`config.mk`:
```
export PLATFORM = sky130hd
export DESIGN_NAME = serial_adc_conversion_ctrl
export DESIGN_NICKNAME = d
export VERILOG_FILES = /design/src/conv_types_pkg.sv /design/src/pin_sync.sv /design/src/osc_tick.sv /design/src/serial_adc_conversion_ctrl.sv
export VERILOG_INCLUDE_DIRS = /design/src
export SDC_FILE = /design/constraint.sdc
export NUM_CORES = 1
export LEC_CHECK = 0
export ABC_AREA = 1
export BUFFER_PORTS_ARGS = -buffer_cell sky130_fd_sc_hd__buf_2
export CAP_MARGIN = 20
export CORE_MARGIN = 3
export CORE_UTILIZATION = 51
export DETAILED_ROUTE_END_ITERATION = 8
export PLACE_DENSITY = 0.76
export SLEW_MARGIN = 20
export SYNTH_ARGS = -nofsm -noshare
export SYNTH_HDL_FRONTEND = slang
export SYNTH_HIERARCHICAL = 1
export SYNTH_SLANG_ARGS = --single-unit
```
`constraint.sdc`:
```
create_clock -name aclk -period 1.71 [get_ports aclk]
set_input_delay 0.342 -clock aclk [delete_from_list [all_inputs] [get_ports aclk]]
set_output_delay 0.342 -clock aclk [all_outputs]
set_load 0.01 [all_outputs]
```
`src/conv_defines.svh`:
```
// constants for the serial converter control block
`ifndef CONV_DEFINES_SVH
`define CONV_DEFINES_SVH
// How it works
// RULE1: strobe goes low when a conversion starts, high when it ends
// RULE2: serial input bits are ignored while chip select is high
// RULE3: serial output is released while chip select is high
// RULE4: serial output changes only on falling serial clock edges; the code also loads the first result bit when a conversion ends
// RULE5: serial input is captured on each rising serial clock edge
// RULE6: a voltage conversion lasts 64 master clock periods
// RULE7: every conversion pass opens with 13 warm-up periods
// RULE8: three periods after the arithmetic load the output register
// RULE9: acquisition happens in period one of cycle one
// RULE10: hold opens in period two, charge moves in periods three and four
// RULE11: from cycle two on, reference sampled in periods two and four when needed
// RULE12: temperature equals second pass result minus first pass result
// RULE13: temperature skips the first load, taking 125 periods
// RULE14: host is serial master, clock at most 2.5MHz, polarity and phase zero
// RULE15: setup byte is start, 0000, power mode bits, internal reference bit
// RULE16: conversion byte is start, 010, four input pair bits
// RULE17: start bit armed after select falls, idle setup byte, or 16 output bits
// RULE18: result leaves as 16 bits msb first, zeros afterwards
// RULE19: sequencing runs only from the internal master oscillator

// ==========================================================
// sequencer lengths in master clock periods
`define WARM_TICKS 6'h0D
`define CYCLE_TICKS 6'h30
`define LOAD_TICKS 6'h03
`define VOLT_TICKS 7'h40
`define TEMP_TICKS 7'h7D
// ==========================================================
// serial framing
`define BYTE_LAST 4'h7
`define OUT_BITS 5'h10
`define CFG_TAG 4'h0
`define CONV_TAG 3'h2
// ==========================================================
// register byte offsets
`define OFF_STATUS 8'h00
`define OFF_IRQ_EN 8'h04
`define OFF_IRQ_CLR 8'h08
`define OFF_STATE 8'h0C
`define OFF_RESULT 8'h10
`define OFF_TEMP_SEL 8'h14
// ==========================================================
// status bit positions and reset values
`define ST_DONE 0
`define ST_CFG 1
`define IRQ_EN_RST 2'h0
`define TEMP_SEL_RST 16'h0000
`define RESP_OKAY 2'h0
`define RESP_SLVERR 2'h2
`endif

```
`src/conv_types_pkg.sv`:
```
// types shared by the converter control block
package conv_types_pkg;
  // sequencer states, one-hot
  typedef enum logic [3:0] {
    SEQ_IDLE = 4'h1,
    SEQ_WARM = 4'h2,
    SEQ_CYCLE = 4'h4,
    SEQ_LOAD = 4'h8
  } seq_state_t;
endpackage : conv_types_pkg

```
`src/pin_sync.sv`:
```
// two-flop synchroniser with edge detection for pin inputs
`timescale 1ns/1ps
module pin_sync #(
  parameter int W = 1,
  parameter logic [W-1:0] RST_VAL = '0
) (
  // clock and reset
  input wire logic aclk,
  input wire logic aresetn,
  // raw pins
  input wire logic [W-1:0] pin_async,
  // synchronised level and edges
  output logic [W-1:0] level,
  output logic [W-1:0] rise,
  output logic [W-1:0] fall
);
  logic [W-1:0] meta_r;
  logic [W-1:0] sync_r;
  logic [W-1:0] prev_r;

  generate
    if (W < 1) begin : g_bad_width
      $error("pin_sync needs at least one pin");
    end
  endgenerate

  // first flop feeds only the second
  always_ff @(posedge aclk) begin
    if (!aresetn) begin
      meta_r <= RST_VAL;
      sync_r <= RST_VAL;
      prev_r <= RST_VAL;
    end else begin
      meta_r <= pin_async;
      sync_r <= meta_r;
      prev_r <= sync_r;
    end
  end

  // edges from the settled copies only
  assign level = sync_r;
  assign rise = sync_r & ~prev_r;
  assign fall = ~sync_r & prev_r;
endmodule : pin_sync

```
`src/osc_tick.sv`:
```
// internal master oscillator period tick derived from aclk
`timescale 1ns/1ps
module osc_tick #(
  parameter int DIV = 4
) (
  // clock and reset
  input wire logic aclk,
  input wire logic aresetn,
  // one pulse per master period
  output logic tick
);
  localparam int CW = (DIV > 1) ? $clog2(DIV) : 1;
  logic [CW-1:0] cnt_r;
  logic tick_r;

  generate
    if (DIV < 1) begin : g_bad_div
      $error("osc_tick divider must be at least one");
    end
  endgenerate

  // free-running divider, independent of the serial link
  always_ff @(posedge aclk) begin
    if (!aresetn) begin
      cnt_r <= '0;
      tick_r <= 1'h0;
    end else if (cnt_r == CW'(DIV - 1)) begin
      cnt_r <= '0;
      tick_r <= 1'h1;
    end else begin
      cnt_r <= cnt_r + CW'(1);
      tick_r <= 1'h0;
    end
  end

  assign tick = tick_r;
endmodule : osc_tick

```
`src/serial_adc_conversion_ctrl.sv`:
```
// serial converter control: serial slave, conversion sequencer, axi4-lite registers
`timescale 1ns/1ps
`include "conv_defines.svh"
module serial_adc_conversion_ctrl #(
  parameter int OSC_DIV = 4
) (
  // clock and reset
  input wire logic aclk,
  input wire logic aresetn,
  // axi4-lite write address and data
  input wire logic [7:0] s_axi_awaddr,
  input wire logic s_axi_awvalid,
  output logic s_axi_awready,
  input wire logic [31:0] s_axi_wdata,
  input wire logic [3:0] s_axi_wstrb,
  input wire logic s_axi_wvalid,
  output logic s_axi_wready,
  // axi4-lite write response
  output logic [1:0] s_axi_bresp,
  output logic s_axi_bvalid,
  input wire logic s_axi_bready,
  // axi4-lite read
  input wire logic [7:0] s_axi_araddr,
  input wire logic s_axi_arvalid,
  output logic s_axi_arready,
  output logic [31:0] s_axi_rdata,
  output logic [1:0] s_axi_rresp,
  output logic s_axi_rvalid,
  input wire logic s_axi_rready,
  // serial pins
  input wire logic serial_clock,
  input wire logic chip_select_n,
  input wire logic serial_in,
  output logic serial_out,
  output logic serial_out_oe,
  output logic conversion_strobe,
  // converter core
  input wire logic [12:0] adc_code,
  input wire logic ref_needed,
  output logic acquire,
  output logic track_hold_open,
  output logic charge_xfer,
  output logic ref_sample,
  // configuration seen by the analog side
  output logic [1:0] power_mode_bits,
  output logic internal_voltage_source_on,
  output logic [3:0] input_pair_choice,
  // interrupt
  output logic irq
);
  // ==========================================================
  // helpers
  function automatic logic reg_mapped(input logic [7:0] a);
    reg_mapped = (a == `OFF_STATUS) || (a == `OFF_IRQ_EN) || (a == `OFF_IRQ_CLR) ||
                 (a == `OFF_STATE) || (a == `OFF_RESULT) || (a == `OFF_TEMP_SEL);
  endfunction : reg_mapped

  function automatic logic [31:0] apply_strb(input logic [31:0] old_v,
                                             input logic [31:0] new_v,
                                             input logic [3:0] strb);
    logic [31:0] m;
    m = {{8{strb[3]}}, {8{strb[2]}}, {8{strb[1]}}, {8{strb[0]}}};
    apply_strb = (old_v & ~m) | (new_v & m);
  endfunction : apply_strb

  // ==========================================================
  // pin synchronisers and master tick
  logic [2:0] pin_lvl;
  logic [2:0] pin_rise;
  logic [2:0] pin_fall;
  logic tick;

  pin_sync #(.W(3), .RST_VAL(3'h2)) u_sync (
    .aclk(aclk),
    .aresetn(aresetn),
    .pin_async({serial_in, chip_select_n, serial_clock}),
    .level(pin_lvl),
    .rise(pin_rise),
    .fall(pin_fall)
  );

  osc_tick #(.DIV(OSC_DIV)) u_tick (
    .aclk(aclk),
    .aresetn(aresetn),
    .tick(tick)
  );

  wire sclk_rise = pin_rise[0];
  wire sclk_fall = pin_fall[0];
  wire cs_high = pin_lvl[1];
  wire cs_fall = pin_fall[1];
  wire cs_rise = pin_rise[1];
  wire din_s = pin_lvl[2];

  // ==========================================================
  // serial receive
  logic [7:0] rx_sr_r;
  logic [3:0] rx_cnt_r;
  logic arm_r;
  logic pend_r;
  logic [4:0] out_cnt_r;
  logic [15:0] tx_sr_r;
  logic so_r;
  logic oe_r;
  logic [1:0] pm_r;
  logic iref_r;
  logic [3:0] choice_r;
  conv_types_pkg::seq_state_t st_r;
  conv_types_pkg::seq_state_t st_nxt;

  wire busy = (st_r != conv_types_pkg::SEQ_IDLE) || pend_r;
  wire shift_in = sclk_rise && !cs_high && arm_r; // see RULE2
  wire byte_done = shift_in && (rx_cnt_r == `BYTE_LAST);
  wire [7:0] new_byte = {rx_sr_r[6:0], din_s};
  wire cfg_evt = byte_done && (new_byte[6:3] == `CFG_TAG);
  wire conv_evt = byte_done && (new_byte[6:4] == `CONV_TAG) && !busy;
  wire start_conv = pend_r && (sclk_fall || cs_rise);
  wire out_shift = sclk_fall && !cs_high;
  wire out_16 = out_shift && (out_cnt_r == `OUT_BITS - 5'h01);

  // capture one bit per rising edge, hunting a 1 as start
  always_ff @(posedge aclk) begin
    if (!aresetn) begin
      rx_sr_r <= 8'h00;
      rx_cnt_r <= 4'h0;
    end else if (cs_fall) begin
      rx_cnt_r <= 4'h0;
    end else if (shift_in && (rx_cnt_r != 4'h0 || din_s)) begin
      rx_sr_r <= new_byte; // see RULE5
      rx_cnt_r <= (rx_cnt_r == `BYTE_LAST) ? 4'h0 : rx_cnt_r + 4'h1;
    end
  end

  // start bit arming
  always_ff @(posedge aclk) begin
    if (!aresetn) begin
      arm_r <= 1'h0;
    end else if (cs_fall || out_16 || (cfg_evt && !busy)) begin
      arm_r <= 1'h1; // see RULE17
    end else if (conv_evt) begin
      arm_r <= 1'h0;
    end
  end

  // setup and conversion byte contents
  always_ff @(posedge aclk) begin
    if (!aresetn) begin
      pm_r <= 2'h0;
      iref_r <= 1'h0;
      choice_r <= 4'h0;
      pend_r <= 1'h0;
    end else begin
      if (cfg_evt) begin
        pm_r <= new_byte[2:1];
        iref_r <= new_byte[0];
      end
      if (conv_evt) begin
        choice_r <= new_byte[3:0];
      end
      pend_r <= conv_evt || (pend_r && !start_conv);
    end
  end

  // ==========================================================
  // conversion sequencer, launched by start_conv, then stepped by the master tick only
  logic [5:0] cnt_r;
  logic [5:0] cnt_nxt;
  logic pass_r;
  logic pass_nxt;
  logic temp_r;
  logic [12:0] code_a_r;
  logic [15:0] result_r;
  logic strobe_r;
  logic [15:0] temp_sel_r;
  logic [6:0] conv_ticks_r;

  wire pass_end = (st_r == conv_types_pkg::SEQ_CYCLE) && tick && // see RULE6
                  (cnt_r == `CYCLE_TICKS - 6'h01);
  wire done_evt = (st_r == conv_types_pkg::SEQ_LOAD) && tick &&
                  (cnt_r == `LOAD_TICKS - 6'h01);
  wire [12:0] temp_diff = adc_code - code_a_r; // see RULE12
  wire [15:0] result_word = temp_r ? {2'h0, temp_diff[11:0], 2'h0} :
                                     {adc_code[12], adc_code, 2'h0};

  // next state: warm-up, twelve cycles, then load or second pass
  always_comb begin
    st_nxt = st_r;
    cnt_nxt = cnt_r;
    pass_nxt = pass_r;
    case (st_r)
      conv_types_pkg::SEQ_IDLE: begin
        if (start_conv) begin
          st_nxt = conv_types_pkg::SEQ_WARM;
          cnt_nxt = 6'h00;
          pass_nxt = 1'h0;
        end
      end
      conv_types_pkg::SEQ_WARM: begin
        if (tick && cnt_r == `WARM_TICKS - 6'h01) begin
          st_nxt = conv_types_pkg::SEQ_CYCLE; // see RULE7
          cnt_nxt = 6'h00;
        end else if (tick) begin
          cnt_nxt = cnt_r + 6'h01;
        end
      end
      conv_types_pkg::SEQ_CYCLE: begin
        if (pass_end && temp_r && !pass_r) begin
          st_nxt = conv_types_pkg::SEQ_WARM; // see RULE13
          cnt_nxt = 6'h00;
          pass_nxt = 1'h1;
        end else if (pass_end) begin
          st_nxt = conv_types_pkg::SEQ_LOAD;
          cnt_nxt = 6'h00;
        end else if (tick) begin
          cnt_nxt = cnt_r + 6'h01;
        end
      end
      conv_types_pkg::SEQ_LOAD: begin
        if (done_evt) begin
          st_nxt = conv_types_pkg::SEQ_IDLE; // see RULE8
          cnt_nxt = 6'h00;
        end else if (tick) begin
          cnt_nxt = cnt_r + 6'h01;
        end
      end
      default: begin
        st_nxt = conv_types_pkg::SEQ_IDLE;
        cnt_nxt = 6'h00;
      end
    endcase
  end

  // sequencer state
  always_ff @(posedge aclk) begin
    if (!aresetn) begin
      st_r <= conv_types_pkg::SEQ_IDLE;
      cnt_r <= 6'h00;
      pass_r <= 1'h0;
    end else begin
      st_r <= st_nxt; // see RULE19
      cnt_r <= cnt_nxt;
      pass_r <= pass_nxt;
    end
  end

  // pass results and strobe
  always_ff @(posedge aclk) begin
    if (!aresetn) begin
      temp_r <= 1'h0;
      code_a_r <= 13'h0000;
      result_r <= 16'h0000;
      strobe_r <= 1'h1;
    end else begin
      if (start_conv) begin
        temp_r <= temp_sel_r[choice_r];
        strobe_r <= 1'h0; // see RULE1
      end else if (done_evt) begin
        strobe_r <= 1'h1; // see RULE1
      end
      if (pass_end && temp_r && !pass_r) begin
        code_a_r <= adc_code;
      end else if (pass_end) begin
        result_r <= result_word;
      end
    end
  end

  // phase decode within four-period cycles
  wire in_cycle = (st_r == conv_types_pkg::SEQ_CYCLE);
  wire first_cyc = (cnt_r[5:2] == 4'h0);
  wire acq_w = in_cycle && (cnt_r == 6'h00); // see RULE9
  wire hold_w = in_cycle && (cnt_r == 6'h01); // see RULE10
  wire xfer_w = in_cycle && first_cyc && cnt_r[1]; // see RULE10
  wire ref_w = in_cycle && !first_cyc && cnt_r[0] && ref_needed; // see RULE11
  logic acq_r;
  logic hold_r;
  logic xfer_r;
  logic ref_r;

  always_ff @(posedge aclk) begin
    if (!aresetn) begin
      acq_r <= 1'h0;
      hold_r <= 1'h0;
      xfer_r <= 1'h0;
      ref_r <= 1'h0;
    end else begin
      acq_r <= acq_w;
      hold_r <= hold_w;
      xfer_r <= xfer_w;
      ref_r <= ref_w;
    end
  end

  // ==========================================================
  // serial transmit: load at end, shift on falling edges
  always_ff @(posedge aclk) begin
    if (!aresetn) begin
      tx_sr_r <= 16'h0000;
      so_r <= 1'h0;
      out_cnt_r <= `OUT_BITS; // saturated, so no re-arm before a first load
      oe_r <= 1'h0;
    end else begin
      oe_r <= !cs_high; // see RULE3
      if (done_evt) begin
        tx_sr_r <= result_r; // see RULE18
        so_r <= result_r[15];
        out_cnt_r <= 5'h00;
      end else if (out_shift) begin
        tx_sr_r <= {tx_sr_r[14:0], 1'h0}; // see RULE18
        so_r <= tx_sr_r[14]; // see RULE4
        if (out_cnt_r != `OUT_BITS) begin
          out_cnt_r <= out_cnt_r + 5'h01;
        end
      end
    end
  end

  // ==========================================================
  // axi4-lite slave
  logic awready_r;
  logic wready_r;
  logic bvalid_r;
  logic [1:0] bresp_r;
  logic arready_r;
  logic rvalid_r;
  logic [1:0] rresp_r;
  logic [31:0] rdata_r;
  logic [7:0] aw_addr_r;
  logic [31:0] w_data_r;
  logic [3:0] w_strb_r;
  logic aw_got_r;
  logic w_got_r;
  logic [1:0] status_r;
  logic [1:0] irq_en_r;
  logic irq_r;

  wire wr_en = aw_got_r && w_got_r && !bvalid_r;
  wire wr_ien = wr_en && (aw_addr_r == `OFF_IRQ_EN);
  wire wr_clr = wr_en && (aw_addr_r == `OFF_IRQ_CLR);
  wire wr_tsel = wr_en && (aw_addr_r == `OFF_TEMP_SEL);
  wire [31:0] ien_new = apply_strb({30'h0000_0000, irq_en_r}, w_data_r, w_strb_r);
  wire [31:0] tsel_new = apply_strb({16'h0000, temp_sel_r}, w_data_r, w_strb_r);
  wire [1:0] clr_bits = wr_clr && w_strb_r[0] ? w_data_r[1:0] : 2'h0;
  wire [1:0] set_bits = {cfg_evt, done_evt};
  wire [1:0] status_nxt = (status_r & ~clr_bits) | set_bits; // set wins
  wire [31:0] state_word = {23'h00_0000, temp_r, busy, iref_r, pm_r, choice_r};
  wire [31:0] rd_word =
    (s_axi_araddr == `OFF_STATUS) ? {30'h0000_0000, status_r} :
    (s_axi_araddr == `OFF_IRQ_EN) ? {30'h0000_0000, irq_en_r} :
    (s_axi_araddr == `OFF_STATE) ? state_word :
    (s_axi_araddr == `OFF_RESULT) ? {16'h0000, result_r} :
    (s_axi_araddr == `OFF_TEMP_SEL) ? {16'h0000, temp_sel_r} : 32'h0000_0000;

  // write channels taken in either order, response after both
  always_ff @(posedge aclk) begin
    if (!aresetn) begin
      awready_r <= 1'h1;
      wready_r <= 1'h1;
      aw_got_r <= 1'h0;
      w_got_r <= 1'h0;
      aw_addr_r <= 8'h00;
      w_data_r <= 32'h0000_0000;
      w_strb_r <= 4'h0;
      bvalid_r <= 1'h0;
      bresp_r <= `RESP_OKAY;
    end else begin
      if (s_axi_awvalid && awready_r) begin
        aw_addr_r <= s_axi_awaddr;
        aw_got_r <= 1'h1;
        awready_r <= 1'h0;
      end
      if (s_axi_wvalid && wready_r) begin
        w_data_r <= s_axi_wdata;
        w_strb_r <= s_axi_wstrb;
        w_got_r <= 1'h1;
        wready_r <= 1'h0;
      end
      if (wr_en) begin
        aw_got_r <= 1'h0;
        w_got_r <= 1'h0;
        bvalid_r <= 1'h1;
        bresp_r <= reg_mapped(aw_addr_r) ? `RESP_OKAY : `RESP_SLVERR;
      end else if (bvalid_r && s_axi_bready) begin
        bvalid_r <= 1'h0;
        awready_r <= 1'h1;
        wready_r <= 1'h1;
      end
    end
  end

  // read answer one cycle after the address
  always_ff @(posedge aclk) begin
    if (!aresetn) begin
      arready_r <= 1'h1;
      rvalid_r <= 1'h0;
      rresp_r <= `RESP_OKAY;
      rdata_r <= 32'h0000_0000;
    end else if (s_axi_arvalid && arready_r) begin
      arready_r <= 1'h0;
      rvalid_r <= 1'h1;
      rdata_r <= rd_word;
      rresp_r <= reg_mapped(s_axi_araddr) ? `RESP_OKAY : `RESP_SLVERR;
    end else if (rvalid_r && s_axi_rready) begin
      rvalid_r <= 1'h0;
      arready_r <= 1'h1;
    end
  end

  // software registers, sticky status and interrupt
  always_ff @(posedge aclk) begin
    if (!aresetn) begin
      irq_en_r <= `IRQ_EN_RST;
      temp_sel_r <= `TEMP_SEL_RST;
      status_r <= 2'h0;
      irq_r <= 1'h0;
    end else begin
      if (wr_ien) begin
        irq_en_r <= ien_new[1:0];
      end
      if (wr_tsel) begin
        temp_sel_r <= tsel_new[15:0];
      end
      status_r <= status_nxt;
      irq_r <= |(status_nxt & (wr_ien ? ien_new[1:0] : irq_en_r));
    end
  end

  // ==========================================================
  // outputs
  assign s_axi_awready = awready_r;
  assign s_axi_wready = wready_r;
  assign s_axi_bvalid = bvalid_r;
  assign s_axi_bresp = bresp_r;
  assign s_axi_arready = arready_r;
  assign s_axi_rvalid = rvalid_r;
  assign s_axi_rresp = rresp_r;
  assign s_axi_rdata = rdata_r;
  assign serial_out = so_r;
  assign serial_out_oe = oe_r;
  assign conversion_strobe = strobe_r;
  assign acquire = acq_r;
  assign track_hold_open = hold_r;
  assign charge_xfer = xfer_r;
  assign ref_sample = ref_r;
  assign power_mode_bits = pm_r;
  assign internal_voltage_source_on = iref_r;
  assign input_pair_choice = choice_r;
  assign irq = irq_r;

  // ==========================================================
  // checks
  always_ff @(posedge aclk) begin
    if (!aresetn || start_conv) begin
      conv_ticks_r <= 7'h00;
    end else if (tick && st_r != conv_types_pkg::SEQ_IDLE) begin
      conv_ticks_r <= conv_ticks_r + 7'h01;
    end
  end

  // ticks already counted when the last one of a conversion arrives
  wire [6:0] conv_len_w = temp_r ? `TEMP_TICKS - 7'h01 : `VOLT_TICKS - 7'h01;
endmodule : serial_adc_conversion_ctrl

```
==> run metrics <==
status=finished with violations; failing checks=setup timing; kind of start point of the critical path=register; Die H=between 100 and 150 um; cell count of the worst reg-to-reg path=11; RD Place Congestion=0.887; Rows=44; max-cap viol count=0; # fillers=1247; worst clock skew=0.00697 ns; Reg2Reg Setup Slack=-0.02 ns; via count=7250; Inserted Clock Buffers=17; Setup TNS=-0.0438 ns; critical path buffer and inverter count=2; vias in the first global route=around 6400; Top-Level Pins=132; CP endpoint kind=register; hold path cells=3; CTS tree=yes; WL final=18.6 mm; DRC viols=0; Lkg Pwr=4.12 nW; total grt overflow=0; core area=14600 um^2; number of diodes=0; area grow syn2layout=22.8%; critical path depth=11; drt pass-1 iters=5; clock buffer depth=2; overall routing resource usage=0.218; Final Cycle Share=1.01; max frequency=slightly below 600 MHz; final setup violating endpoints=5; first-pass GRT wire length=29.3 mm; Cell Count, Final, Fillers Out=1395; nets@finish=between 1000 and 1500; count of pins over their slew limit=0; layout cells sized above 1=0.210; Crit Path Class=register to register; critical path cell sequence=ha_4, nand2_4, nor2_4, nand3_4, nor2_4, nand3_2, nand2_4, buf_12, inv_6, o21ai_2, a21oi_2; initial antenna violation count=0; Synth Instances=1065; Post-CTS Hold Buffers=0; CP peak stage delay=approximately 0.37 ns; Initial Utilization=0.525; die footprint=16500 um^2; WP data required=2.02 ns; largest net degree at the start of global routing=a little over 70; CP top delay family=simple AND/OR/NAND/NOR gates; DR WL/cell=13.3 um; Final ANT Viol Nets=0; hold crit path type=input pin to register; Clock Latency Late Sink=0.42 ns; Final Worst Setup Slack=-0.0171 ns; Clock H-tree levels=4; Inst Count DP=approximately 1400; power density over cell area=a little under 900 nW/um^2; Hold Fails Final Rpt=0; RSZ-0062 raised after global routing=true; CTS clk-pin slew, worst paths=0.06 ns; IO buf count=95; Synth Cell Area=7660 um^2; vias per inst=5.20; critical path peak fanout=7; mean post-synth cell area=7.19 um^2; arrival time worst endpoint=between 2 and 2.5 ns; DP HPWL=13.1 mm; Slowest-stage cell, CP=dfxtp_4; die width=129 um; Root Driver=clkbuf_16; drt first-iter violations=536; maximum vdd drop=approximately 0.92 mV; Period minus WS final=1.73 ns; clk sinks=164; synth warn=6
## sequential cells by signal, summed over array words and instances (netlist names), 3 cells and up, named ones only
name,cells
aw_addr_r,8
cnt_r,6
code_a_r,12
input_pair_choice,4
out_cnt_r,5
result_r,13
rx_cnt_r,4
rx_sr_r,6
s_axi_rdata,16
st_r,4
tx_sr_r,13
u_sync/level,3
u_sync/meta_r,3
w_data_r,16
## final cells by class
cell class                 count  area [um^2]  share of cell area
multi-input combinational    701         3720               0.396
sequential                   164         3290               0.350
timing repair buffer         155         1000               0.107
inverter                     159          603              0.0641
clock buffer                  23          478              0.0508
tap                          184          230              0.0245
clock inverter                 9         78.8             0.00838
## per-stage QoR
| stage | total power, mW | hold slack [ns] | instance area [um^2] | utilization | worst slack (ns) |
|---|---|---|---|---|---|
| after CTS | 8.31 | 0.0845 | 9110 | 0.624 | 0.00303 |
| after global placement | 4.73 | 0.394 | 8540 | 0.586 | -0.176 |
| after detailed placement | 4.75 | 0.398 | 8540 | 0.586 | -0.230 |
| after floorplan | 4.50 | 0.380 | 7720 | - | 0.00373 |
| final | 8.31 | 0.0946 | 9410 | 0.645 | -0.0171 |
| after global routing | 8.62 | 0.0867 | 9410 | 0.645 | -0.129 |
## power breakdown
part           total, mW  switching (mW)  internal, mW
registers           3.97          0.0530          3.92
logic              0.739           0.446         0.294
clock network       3.61            1.50          2.11
## worst reg2reg max path, delay by kind of cell, from the launching register on
| kind | cells | cell delay (ns) |
|---|---|---|
| flip-flops | 1 | 0.37 |
| AO/OA/AOI/OAI | 2 | 0.16 |
| adder cells (fa/ha/maj) | 1 | 0.14 |
| buffers and inverters | 2 | 0.18 |
| AND/OR/NAND/NOR | 6 | 0.78 |
## path summary, 6_finish.rpt
path,start,to
max,cnt_r[1],result_r[8]
min,chip_select_n,u_sync/meta_r[1]
max reg2reg,cnt_r[1],result_r[8]
min reg2reg,u_sync/meta_r[2],u_sync/level[2]
## repair_timing
action / CTS / global route
pin swaps: 0 / 11
gates resized for setup: 3 / 51
endpoints found under the setup margin: 2 / 61
setup buffers: 0 / 5
gates cloned: 0 / 2
## cell usage in the layout (no fill, tap or decap), drive strengths merged, types with 3 or more instances in the layout
cell type	instances
clkbuf	25
inv	157
a21oi	115
nand2	169
buf	153
or2	3
xor2	7
o21ai	129
o221ai	4
nor2	128
nand4	12
o211ai	15
nor4	4
nor3	11
nand3	47
o22ai	4
conb	18
ha	21
a211oi	3
clkinv	8
dfxtp	164
## metal layers
metal	vias to the layer above	GRT usage	part of all wire
li1	3693	-	-
met1	3326	0.286	0.45
met2	198	0.354	0.47
met3	33	0.0407	0.050
met4	0	0.0889	0.024
met5	-	0	0
Power figures use the tool's default switching activity.
